===== src/pd_pkg.sv =====
package pd_pkg;

    // ****************************************
    // System control register
    // ****************************************
    localparam logic [15:0] SYS_CTRL_ADDR = 16'hffc4;
    localparam logic [7:0] SYS_CTRL_RST = 8'h09;
    localparam logic [7:0] SYS_CTRL_WMASK = 8'hf7;  // Flag bit 3 is read only
    localparam int HW_POWERDOWN_N_SEL_BIT = 7;
    localparam int SETTLE_HI = 6;
    localparam int SETTLE_LO = 4;
    localparam int NMI_EDGE_BIT = 2;
    localparam int HOST_IF_BIT = 1;
    localparam int RAM_EN_BIT = 0;

    // ****************************************
    // Settling counts in clock states
    // ****************************************
    localparam int SETTLE_BASE_DEF = 8192;
    localparam int SETTLE_SHORT = 1024;
    localparam int CNT_W = 18;
    localparam logic [2:0] SETTLE_CODE_SHORT = 3'h5;

    // ****************************************
    // External interrupt groups
    // ****************************************
    localparam logic [7:0] SWSTBY_WAKE_MASK = 8'h47;
    localparam logic [7:0] HW_POWERDOWN_N_DIS_MASK = 8'hb8;

    // ****************************************
    // Controller registers
    // ****************************************
    localparam logic [3:0] HOST_CTRL = 4'h0;
    localparam logic [3:0] HOST_EXT_REQ = 4'h1;
    localparam logic [3:0] HOST_EXT_EN = 4'h2;
    localparam logic [3:0] HOST_SYS_WR = 4'h3;
    localparam logic [3:0] HOST_SYS_RD = 4'h4;
    localparam logic [3:0] HOST_STATUS = 4'h5;
    localparam logic [3:0] HOST_EVENTS = 4'h6;
    localparam logic [7:0] HOST_CTRL_RST = 8'h4c;
    localparam int CTRL_HALT_BIT = 0;
    localparam int CTRL_MASK_BIT = 1;
    localparam int CTRL_INIT_BIT = 2;
    localparam int CTRL_PD_BIT = 3;
    localparam int CTRL_PIRQ_BIT = 4;
    localparam int CTRL_PIRQ_EN_BIT = 5;
    localparam int CTRL_NMI_BIT = 6;

    // ****************************************
    // Power-down states
    // ****************************************
    typedef enum logic [5:0] {
        ST_RUN = 6'h01,
        ST_SLEEP = 6'h02,
        ST_SW_HW_POWERDOWN_N = 6'h04,
        ST_SETTLE = 6'h08,
        ST_HW_HW_POWERDOWN_N = 6'h10,
        ST_RESET = 6'h20
    } pd_state_t;

endpackage


===== src/pd_if.sv =====
`timescale 1ns/10ps
`default_nettype none

interface pd_if;

    // ****************************************
    // Core and pin side, driven by the controller
    // ****************************************
    logic halt;
    logic irq_mask_flag;
    logic periph_irq;
    logic periph_irq_en;
    logic nmi_n;
    logic [7:0] ext_irq_req;
    logic [7:0] ext_int_en;
    logic chip_init_n;
    logic hw_powerdown_n;
    logic [15:0] reg_addr;
    logic [7:0] reg_wdata;
    logic reg_wr;
    logic reg_rd;

    // ****************************************
    // Answers from the power-down device
    // ****************************************
    logic [7:0] reg_rdata;
    logic cpu_halt;
    logic cpu_clk_en;
    logic osc_stable;
    logic irq_start;
    logic reset_start;
    logic [5:0] mode;

    modport device (
        input halt, irq_mask_flag, periph_irq, periph_irq_en, nmi_n, ext_irq_req,
        input ext_int_en, chip_init_n, hw_powerdown_n, reg_addr, reg_wdata, reg_wr, reg_rd,
        output reg_rdata, cpu_halt, cpu_clk_en, osc_stable, irq_start, reset_start, mode
    );

    modport host (
        output halt, irq_mask_flag, periph_irq, periph_irq_en, nmi_n, ext_irq_req,
        output ext_int_en, chip_init_n, hw_powerdown_n, reg_addr, reg_wdata, reg_wr, reg_rd,
        input reg_rdata, cpu_halt, cpu_clk_en, osc_stable, irq_start, reset_start, mode
    );

endinterface

`default_nettype wire


===== src/pd_device.sv =====
// Operation
// - Halt enters sleep or software standby by select
// - Standby select survives wake-up, software clears it
// - Bits seven to four steer power-down, bit two picks the NMI wake edge
// - Settle code decodes to listed state counts
// - Flash variant: code 101 gives 1,024
// - Settling: oscillator runs, core and peripherals wait
// - Sleep halts core, peripherals keep running
// - Accepted interrupt ends sleep, starts handling
// - Disabled or masked interrupts cannot wake
// - Init pin low in sleep gives reset
// - Powerdown pin low in sleep: hardware standby
// - Software standby stops clock, core, peripherals
// - Standby resets peripherals, keeps core and RAM
// - Standby wake sources start oscillator, settle, resume
// - Software disables interrupts 3,4,5,7 before standby
// - Init low starts oscillator, rise starts reset
// - Powerdown pin low in standby: hardware standby
// - Software picks settle code for 8 ms
// - Short code set late, restored after wake
// - Edge select picks falling or rising NMI
// - Ports hold their outputs in software standby
// - Powerdown pin low always: hardware standby
// - Powerdown rise starts oscillator, init rise resets
//
// Our own choice: the strobed register port.
`timescale 1ns/10ps
`default_nettype none

module pd_device
    import pd_pkg::*;
#(
    parameter int SETTLE_BASE = SETTLE_BASE_DEF,
    parameter bit FLASH_VARIANT = 1'b1
)
(
    input wire logic i_sys_clk,
    input wire logic i_sys_rst,
    pd_if.device bus,
    output logic o_periph_clk_en,
    output logic o_periph_rst,
    output logic o_osc_run,
    output logic o_io_hold,
    output logic o_io_hiz,
    output logic o_ram_enable,
    output logic o_host_if_enable
);

    // ****************************************
    // Declarations
    // ****************************************
    pd_state_t state_r;
    pd_state_t state_nxt;
    logic [7:0] sys_ctrl_r;
    logic nmi_prev_r;
    logic mask_at_halt_r;
    logic [CNT_W-1:0] cnt_r;
    logic [CNT_W-1:0] target;
    logic settle_done;
    logic nmi_event;
    logic [7:0] ext_req;
    logic sleep_wake;
    logic hw_powerdown_n_wake;
    logic reg_hit;

    localparam logic [CNT_W-1:0] BASE_CNT = CNT_W'(SETTLE_BASE);
    localparam logic [CNT_W-1:0] SHORT_CNT = CNT_W'(SETTLE_SHORT);

    // ****************************************
    // Settle count decode
    // ****************************************
    function automatic logic [CNT_W-1:0] settle_target(input logic [2:0] code);
        logic [CNT_W-1:0] t;
        t = BASE_CNT << 4;
        if (!code[2] && !code[1] && !code[0])
            t = BASE_CNT;
        else if (!code[2] && !code[1])
            t = BASE_CNT << 1;
        else if (!code[2] && !code[0])
            t = BASE_CNT << 2;
        else if (!code[2])
            t = BASE_CNT << 3;
        else if (FLASH_VARIANT && code == SETTLE_CODE_SHORT)
            t = SHORT_CNT;
        return t;
    endfunction

    assign target = settle_target(sys_ctrl_r[SETTLE_HI:SETTLE_LO]);
    assign settle_done = (cnt_r == target - 1'b1);
    assign reg_hit = (bus.reg_addr == SYS_CTRL_ADDR);

    // ****************************************
    // Wake sources
    // ****************************************
    // Edge of the NMI pin as chosen by the edge select bit
    assign nmi_event = sys_ctrl_r[NMI_EDGE_BIT] ? (bus.nmi_n & ~nmi_prev_r)
                                                : (~bus.nmi_n & nmi_prev_r);
    assign ext_req = bus.ext_irq_req & bus.ext_int_en;
    // Mask flag captured at halt leaves only NMI able to wake
    assign sleep_wake = nmi_event | (~mask_at_halt_r
                        & ((|ext_req) | (bus.periph_irq & bus.periph_irq_en)));
    assign hw_powerdown_n_wake = nmi_event | (|(ext_req & SWSTBY_WAKE_MASK));

    // ****************************************
    // Next state
    // ****************************************
    always_comb
    begin
        state_nxt = state_r;
        if (!bus.hw_powerdown_n)
            state_nxt = ST_HW_HW_POWERDOWN_N;
        else if (!bus.chip_init_n)
            state_nxt = ST_RESET;
        else
        begin
            unique case (state_r)
                ST_RUN:
                begin
                    if (bus.halt)
                        state_nxt = sys_ctrl_r[HW_POWERDOWN_N_SEL_BIT] ? ST_SW_HW_POWERDOWN_N : ST_SLEEP;
                end
                ST_SLEEP:
                begin
                    if (sleep_wake)
                        state_nxt = ST_RUN;
                end
                ST_SW_HW_POWERDOWN_N:
                begin
                    if (hw_powerdown_n_wake)
                        state_nxt = ST_SETTLE;
                end
                ST_SETTLE:
                begin
                    if (settle_done)
                        state_nxt = ST_RUN;
                end
                ST_HW_HW_POWERDOWN_N:
                begin
                    state_nxt = ST_RESET;
                end
                ST_RESET:
                begin
                    state_nxt = ST_RUN;
                end
            endcase
        end
    end

    // ****************************************
    // State register
    // ****************************************
    always_ff @(posedge i_sys_clk or posedge i_sys_rst)
    begin
        if (i_sys_rst)
            state_r <= ST_RESET;
        else
            state_r <= state_nxt;
    end

    // ****************************************
    // Settling counter on the oscillator clock
    // ****************************************
    always_ff @(posedge i_sys_clk or posedge i_sys_rst)
    begin
        if (i_sys_rst)
            cnt_r <= '0;
        else if ((state_r == ST_SETTLE || state_r == ST_RESET) && !settle_done)
            cnt_r <= cnt_r + 1'b1;
        else if (state_r != ST_SETTLE && state_r != ST_RESET)
            cnt_r <= '0;
    end

    // ****************************************
    // Oscillator stable flag
    // ****************************************
    always_ff @(posedge i_sys_clk or posedge i_sys_rst)
    begin
        if (i_sys_rst)
            bus.osc_stable <= 1'b0;
        else if (state_r == ST_SW_HW_POWERDOWN_N || state_r == ST_HW_HW_POWERDOWN_N)
            bus.osc_stable <= 1'b0;
        else if (settle_done)
            bus.osc_stable <= 1'b1;
    end

    // ****************************************
    // Halt capture and NMI history
    // ****************************************
    always_ff @(posedge i_sys_clk or posedge i_sys_rst)
    begin
        if (i_sys_rst)
        begin
            mask_at_halt_r <= 1'b0;
            nmi_prev_r <= 1'b1;
        end
        else
        begin
            nmi_prev_r <= bus.nmi_n;
            if (state_r == ST_RUN && bus.halt)
                mask_at_halt_r <= bus.irq_mask_flag;
        end
    end

    // ****************************************
    // System control register, write side
    // ****************************************
    // Wake-up never touches the select bit; only writes, reset and hardware standby change it
    always_ff @(posedge i_sys_clk or posedge i_sys_rst)
    begin
        if (i_sys_rst)
            sys_ctrl_r <= SYS_CTRL_RST;
        else if (state_r == ST_RESET || state_r == ST_HW_HW_POWERDOWN_N)
            sys_ctrl_r <= SYS_CTRL_RST;
        else if (bus.reg_wr && reg_hit)
            sys_ctrl_r <= (bus.reg_wdata & SYS_CTRL_WMASK)
                        | (sys_ctrl_r & ~SYS_CTRL_WMASK);
    end

    // ****************************************
    // System control register, read side
    // ****************************************
    always_ff @(posedge i_sys_clk or posedge i_sys_rst)
    begin
        if (i_sys_rst)
            bus.reg_rdata <= 8'h00;
        else if (bus.reg_rd && reg_hit)
            bus.reg_rdata <= sys_ctrl_r;
        else
            bus.reg_rdata <= 8'h00;
    end

    // ****************************************
    // Event pulses toward the core
    // ****************************************
    always_ff @(posedge i_sys_clk or posedge i_sys_rst)
    begin
        if (i_sys_rst)
        begin
            bus.irq_start <= 1'b0;
            bus.reset_start <= 1'b0;
        end
        else
        begin
            bus.irq_start <= (state_r == ST_SLEEP || state_r == ST_SETTLE)
                           && state_nxt == ST_RUN;
            bus.reset_start <= state_r == ST_RESET && state_nxt == ST_RUN;
        end
    end

    // ****************************************
    // Mode outputs, registered from next state
    // ****************************************
    always_ff @(posedge i_sys_clk or posedge i_sys_rst)
    begin
        if (i_sys_rst)
        begin
            bus.mode <= ST_RESET;
            bus.cpu_halt <= 1'b1;
            bus.cpu_clk_en <= 1'b0;
            o_periph_clk_en <= 1'b0;
            o_periph_rst <= 1'b1;
            o_osc_run <= 1'b1;
            o_io_hold <= 1'b0;
            o_io_hiz <= 1'b0;
        end
        else
        begin
            bus.mode <= state_nxt;
            bus.cpu_halt <= state_nxt != ST_RUN;
            bus.cpu_clk_en <= state_nxt == ST_RUN || state_nxt == ST_SLEEP;
            o_periph_clk_en <= state_nxt == ST_RUN || state_nxt == ST_SLEEP;
            o_periph_rst <= state_nxt == ST_SW_HW_POWERDOWN_N || state_nxt == ST_HW_HW_POWERDOWN_N
                          || state_nxt == ST_RESET;
            o_osc_run <= state_nxt != ST_SW_HW_POWERDOWN_N && state_nxt != ST_HW_HW_POWERDOWN_N;
            o_io_hold <= state_nxt == ST_SW_HW_POWERDOWN_N || state_nxt == ST_SETTLE;
            o_io_hiz <= state_nxt == ST_HW_HW_POWERDOWN_N;
        end
    end

    // ****************************************
    // Other function bits, stored only
    // ****************************************
    always_ff @(posedge i_sys_clk or posedge i_sys_rst)
    begin
        if (i_sys_rst)
        begin
            o_ram_enable <= 1'b1;
            o_host_if_enable <= 1'b0;
        end
        else
        begin
            o_ram_enable <= sys_ctrl_r[RAM_EN_BIT];
            o_host_if_enable <= sys_ctrl_r[HOST_IF_BIT];
        end
    end

endmodule

`default_nettype wire


===== src/flat_wrapper.sv =====
// flat-port wrapper written by rule: the top's interface ports become plain ports
module pd_device_flat import pd_pkg::*;
#(
    parameter int SETTLE_BASE = SETTLE_BASE_DEF,
    parameter bit FLASH_VARIANT = 1'b1
)
  (i_sys_clk, i_sys_rst, o_periph_clk_en, o_periph_rst, o_osc_run, o_io_hold, o_io_hiz, o_ram_enable, o_host_if_enable, bus_halt, bus_irq_mask_flag, bus_periph_irq, bus_periph_irq_en, bus_nmi_n, bus_ext_irq_req, bus_ext_int_en, bus_chip_init_n, bus_hw_powerdown_n, bus_reg_addr, bus_reg_wdata, bus_reg_wr, bus_reg_rd, bus_reg_rdata, bus_cpu_halt, bus_cpu_clk_en, bus_osc_stable, bus_irq_start, bus_reset_start, bus_mode);
  pd_if bus_i ();
  input wire logic i_sys_clk;
  input wire logic i_sys_rst;
  output logic o_periph_clk_en;
  output logic o_periph_rst;
  output logic o_osc_run;
  output logic o_io_hold;
  output logic o_io_hiz;
  output logic o_ram_enable;
  output logic o_host_if_enable;
  input wire logic [$bits(bus_i.halt)-1:0] bus_halt;
  input wire logic [$bits(bus_i.irq_mask_flag)-1:0] bus_irq_mask_flag;
  input wire logic [$bits(bus_i.periph_irq)-1:0] bus_periph_irq;
  input wire logic [$bits(bus_i.periph_irq_en)-1:0] bus_periph_irq_en;
  input wire logic [$bits(bus_i.nmi_n)-1:0] bus_nmi_n;
  input wire logic [$bits(bus_i.ext_irq_req)-1:0] bus_ext_irq_req;
  input wire logic [$bits(bus_i.ext_int_en)-1:0] bus_ext_int_en;
  input wire logic [$bits(bus_i.chip_init_n)-1:0] bus_chip_init_n;
  input wire logic [$bits(bus_i.hw_powerdown_n)-1:0] bus_hw_powerdown_n;
  input wire logic [$bits(bus_i.reg_addr)-1:0] bus_reg_addr;
  input wire logic [$bits(bus_i.reg_wdata)-1:0] bus_reg_wdata;
  input wire logic [$bits(bus_i.reg_wr)-1:0] bus_reg_wr;
  input wire logic [$bits(bus_i.reg_rd)-1:0] bus_reg_rd;
  output wire logic [$bits(bus_i.reg_rdata)-1:0] bus_reg_rdata;
  output wire logic [$bits(bus_i.cpu_halt)-1:0] bus_cpu_halt;
  output wire logic [$bits(bus_i.cpu_clk_en)-1:0] bus_cpu_clk_en;
  output wire logic [$bits(bus_i.osc_stable)-1:0] bus_osc_stable;
  output wire logic [$bits(bus_i.irq_start)-1:0] bus_irq_start;
  output wire logic [$bits(bus_i.reset_start)-1:0] bus_reset_start;
  output wire logic [$bits(bus_i.mode)-1:0] bus_mode;
  assign bus_i.halt = bus_halt;
  assign bus_i.irq_mask_flag = bus_irq_mask_flag;
  assign bus_i.periph_irq = bus_periph_irq;
  assign bus_i.periph_irq_en = bus_periph_irq_en;
  assign bus_i.nmi_n = bus_nmi_n;
  assign bus_i.ext_irq_req = bus_ext_irq_req;
  assign bus_i.ext_int_en = bus_ext_int_en;
  assign bus_i.chip_init_n = bus_chip_init_n;
  assign bus_i.hw_powerdown_n = bus_hw_powerdown_n;
  assign bus_i.reg_addr = bus_reg_addr;
  assign bus_i.reg_wdata = bus_reg_wdata;
  assign bus_i.reg_wr = bus_reg_wr;
  assign bus_i.reg_rd = bus_reg_rd;
  assign bus_reg_rdata = bus_i.reg_rdata;
  assign bus_cpu_halt = bus_i.cpu_halt;
  assign bus_cpu_clk_en = bus_i.cpu_clk_en;
  assign bus_osc_stable = bus_i.osc_stable;
  assign bus_irq_start = bus_i.irq_start;
  assign bus_reset_start = bus_i.reset_start;
  assign bus_mode = bus_i.mode;
  pd_device #(.SETTLE_BASE(SETTLE_BASE), .FLASH_VARIANT(FLASH_VARIANT)) u_core (.i_sys_clk(i_sys_clk), .i_sys_rst(i_sys_rst), .bus(bus_i), .o_periph_clk_en(o_periph_clk_en), .o_periph_rst(o_periph_rst), .o_osc_run(o_osc_run), .o_io_hold(o_io_hold), .o_io_hiz(o_io_hiz), .o_ram_enable(o_ram_enable), .o_host_if_enable(o_host_if_enable));
endmodule

===== config.mk =====
export PLATFORM = sky130hd
export DESIGN_NAME = pd_device_flat
export DESIGN_NICKNAME = d
export VERILOG_FILES = /design/src/pd_pkg.sv /design/src/pd_if.sv /design/src/pd_device.sv /design/src/flat_wrapper.sv
export SDC_FILE = /design/constraint.sdc
export NUM_CORES = 1
export LEC_CHECK = 0
export ABC_AREA = 1
export BUFFER_PORTS_ARGS = -buffer_cell sky130_fd_sc_hd__buf_2
export CAP_MARGIN = 20
export CORE_ASPECT_RATIO = 0.8
export CORE_MARGIN = 10
export CORE_UTILIZATION = 53
export CTS_CLUSTER_SIZE = 10
export DETAILED_ROUTE_END_ITERATION = 10
export PLACE_DENSITY = 0.8
export SYNTH_ARGS = -nofsm -noshare
export SYNTH_HDL_FRONTEND = slang
export SYNTH_SLANG_ARGS = --single-unit

===== constraint.sdc =====
create_clock -name i_sys_clk -period 2.2 [get_ports i_sys_clk]
set_input_delay 0.11 -clock i_sys_clk [delete_from_list [all_inputs] [get_ports i_sys_clk]]
set_output_delay 0.11 -clock i_sys_clk [all_outputs]
set_load 0.005 [all_outputs]

==> summary.md <==
| Metric | Value |
|---|---|
| Core area | ~5400 um^2 |
| Clk_lat worst skew | 0.32 ns |
| Setup WS pre-CTS | approximately 0.18 ns |
| RSZ-0062 raised after global routing | no |
| Die area | just under 9000 um^2 |
| Gr usage total | 0.171 |
| Avg Vias per Cell | 5.24 |
| Fin crit period | slightly above 2 ns |
| Worst min-delay path class | primary input to flop |
| CTS Sinks | 53 |
| Worst Hold Slack | roughly 0.021 ns |
| Switching Power | between 0.8 and 0.9 mW |
| Layout area overhead | 20.0% |
| Setup violators final | 0 |
| Vias in the first global route | between 2,000 and 3,000 |
| Initial Util | 0.540 |
| Crit share post-route | 0.921 |
| CTS HTree Levels | 2 |
| Status | finished clean |
| Kind of critical path | flop to flop |
| Post-layout util | 0.648 |
| Mean Syn Cell Area | between 7 and 8 um^2 |
| Die Wd | slightly above 100 um |
| Antenna Nets Post-Route | 0 |
| Vias | 2,731 |
| Startpoint types | flop |
| Most frequent cells after synthesis | 84 x nand2_1, 46 x nor2_1, 45 x dfrtp_1 |
| Critical Path RT | ~2.5 ns |
| Max Clk Rate | 494 MHz |
| Post-synthesis register bit count | 53 |
| Power share of the clock group | 0.234 |
| DP Wirelength | 5.72 mm |
| Layout cells sized above 1 | 0.281 |
| # diodes | 0 |
| CTS clk-pin slew, worst paths | 0.10 ns |
| Reg-to-reg setup timing slack | 0.17 ns |
| Setup Total Neg Slack | 0 ns |
| Comb pwr share | 0.276 |
| Ys async rst share | 1.00 |
| Final cell count without fillers | between 500 and 600 |
| Seq pwr share | 0.490 |
| Layout Nets | between 500 and 600 |
| EDFF count, synth | 0 |
| Mapped Cells | 370 |
| Tot Pwr | 2.34 mW |
| Fin. Hold Viols | 0 |
| Core Rows | 24 |
| Most frequent cell after synthesis | nand2_1 |
| Netlist cell types | 37 |
| CTS resizes | 0 |
| Cells after DPL | 510 |
| Design area | approximately 3500 um^2 |
| Sw Share | 0.348 |
| Clk_skew | 0.0109 ns |
| Max clock buf depth | 2 |
| Synth top area cells | dfrtp_1 39%, nand2_1 11%, dfstp_2 7.2%, nand3_1 6.7%, nor2_1 5.9% |
| Number of max-cap violations | 0 |
| Fillers | approximately 460 |
| Worst Tran Pin Value | approximately 0.55 ns |
| Syn nets | 422 |
| Antenna violations before repair | 0 |
| Synth warn | 0 |
| DP Area | 3370 um^2 |
| Drt total wl | a little over 7 mm |
| Port buffer count | 75 |
| Max VDD drop | about 0.34 mV |
| Multi-input logic area | 1360 um^2 |
| Post-synth top area share | 0.388 |
| # Post-CTS Setup Buffers | 0 |
| Worst Path Arrival | 2.27 ns |
| Register area share after synthesis | 0.460 |
| Chip height | 86.2 um |
| Power density cells | a little under 700 nW/um^2 |
| Largest net degree at the start of global routing | 27 |
| Int Power | between 1.5 and 2 mW |
| CP Capture Type | flop |
| Pins Over Slew Limit | 0 |
| Register area | about 1300 um^2 |
| GPL Wtd Cong | about 0.88 |
| Yosys top cell by area | dfrtp_1 |
| Synthesized area | around 2900 um^2 |
| Worst slew margin | 0.635 |
| Num ports | 77 |
| First-pass GRT wire length | 12.2 mm |
| Per-cell routed wire length | ~14 um |
| Post-synth top flop | dfrtp_1 |
| Number of DRC markers in iteration 0 | about 120 |
| CTS tree | done |
| Largest fanout on the critical path | 7 |
| Lkg Pwr | about 1.8 nW |
| CTS buffer count | 5 |
| CTS root buf | clkbuf_8 |
| Grt total ovfl | 0 |
| Setup slack after layout | between 0.15 and 0.2 ns |
| DRC | 0 |
| DR pass1 iterations | 4 |
[per-layer routing]
metal,GRT usage,wire length (um),vias up
met4,0.0631,132,0
met3,0.0581,489,12
met5,0,0,-
li1,-,-,1371
met1,0.208,3160,1261
met2,0.275,3420,87
[area by class of cell]
| class | count | area share |
|---|---|---|
| tap | 65 | 0.0233 |
| sequential | 53 | 0.383 |
| clock inverter | 2 | 0.00431 |
| timing repair buffer | 81 | 0.123 |
| clock buffer | 6 | 0.0208 |
| inverter | 52 | 0.0560 |
| multi-input combinational | 262 | 0.389 |
[placed cells by master (no fill, tap or decap), types with 2 or more instances in the layout]
cell type,synthesis,layout
nand2_1,84,84
buf_2,1,75
nor2_1,46,46
dfrtp_1,45,45
inv_1,44,43
nand3_1,39,39
o21ai_0,23,23
nand4_1,12,12
inv_2,8,9
dfstp_2,8,8
xor2_1,7,7
nor4_1,6,6
nor2_2,6,6
nor2_4,6,6
nor3_1,5,5
clkbuf_8,0,5
a21oi_2,4,4
a21oi_1,4,4
dlygate4sd3_1,0,3
buf_4,1,3
nand2_2,2,2
a31oi_1,2,2
clkinvlp_4,0,2
[cell families after synthesis]
family	synth area share
multiplexers	0.00388
adder cells (fa/ha/maj)	0.00431
buffers and inverters	0.0728
AO/OA/AOI/OAI	0.0827
XOR/XNOR	0.0211
flip-flops	0.460
AND/OR/NAND/NOR	0.355
[final timing paths]
kind,start,to,cells past startpoint
worst min register to register,u_core.sys_ctrl_r[0]$_DFFE_PP1N_,u_core.o_ram_enable$_DFF_PP1_,0
worst max register to register,u_core.cnt_r[0]$_DFFE_PP0P_,u_core.bus.reset_start$_DFF_PP0_,11
max in group asynchronous,i_sys_rst,u_core.o_ram_enable$_DFF_PP1_,4
min in group asynchronous,i_sys_rst,u_core.cnt_r[16]$_DFFE_PP0P_,3
worst min-delay path,bus_reg_wdata[1],u_core.sys_ctrl_r[1]$_DFFE_PP0N_,3
worst max-delay path,u_core.cnt_r[0]$_DFFE_PP0P_,u_core.bus.reset_start$_DFF_PP0_,11
[flip-flops by register name, summed over array words and instances, names as in the netlist, 6 cells and up]
register	cells
u_core.cnt_r	18
u_core.state_r	6
u_core.sys_ctrl_r	8
u_core.bus.reg_rdata	8
[worst max-delay path: stages (launching register included)]
cell     delay (ns)
dfrtp_1        0.44
ha_1           0.19
nand2_1        0.11
nor2_4         0.17
nand3_1        0.15
nor2_4         0.18
nand3_4        0.14
nand2_2        0.10
nand2_2        0.07
a21oi_4        0.17
nand4_2        0.13
nor2_1         0.11
[power groups by stage]
stage | combinational (mW) | sequential [mW] | clock, mW
after floorplan | 0.459 | 1.16 | 0
after global placement | 0.627 | 1.17 | 0
after detailed placement | 0.641 | 1.17 | 0
after CTS | 0.649 | 1.15 | 0.565
after global routing | 0.735 | 1.16 | 0.616
final | 0.646 | 1.15 | 0.548
[what timing repair did]
action	in CTS	in global routing
endpoints found under the setup margin	0	0
hold endpoints to repair	21	0
hold buffers	3	0
(Power assumes the default switching activity.)
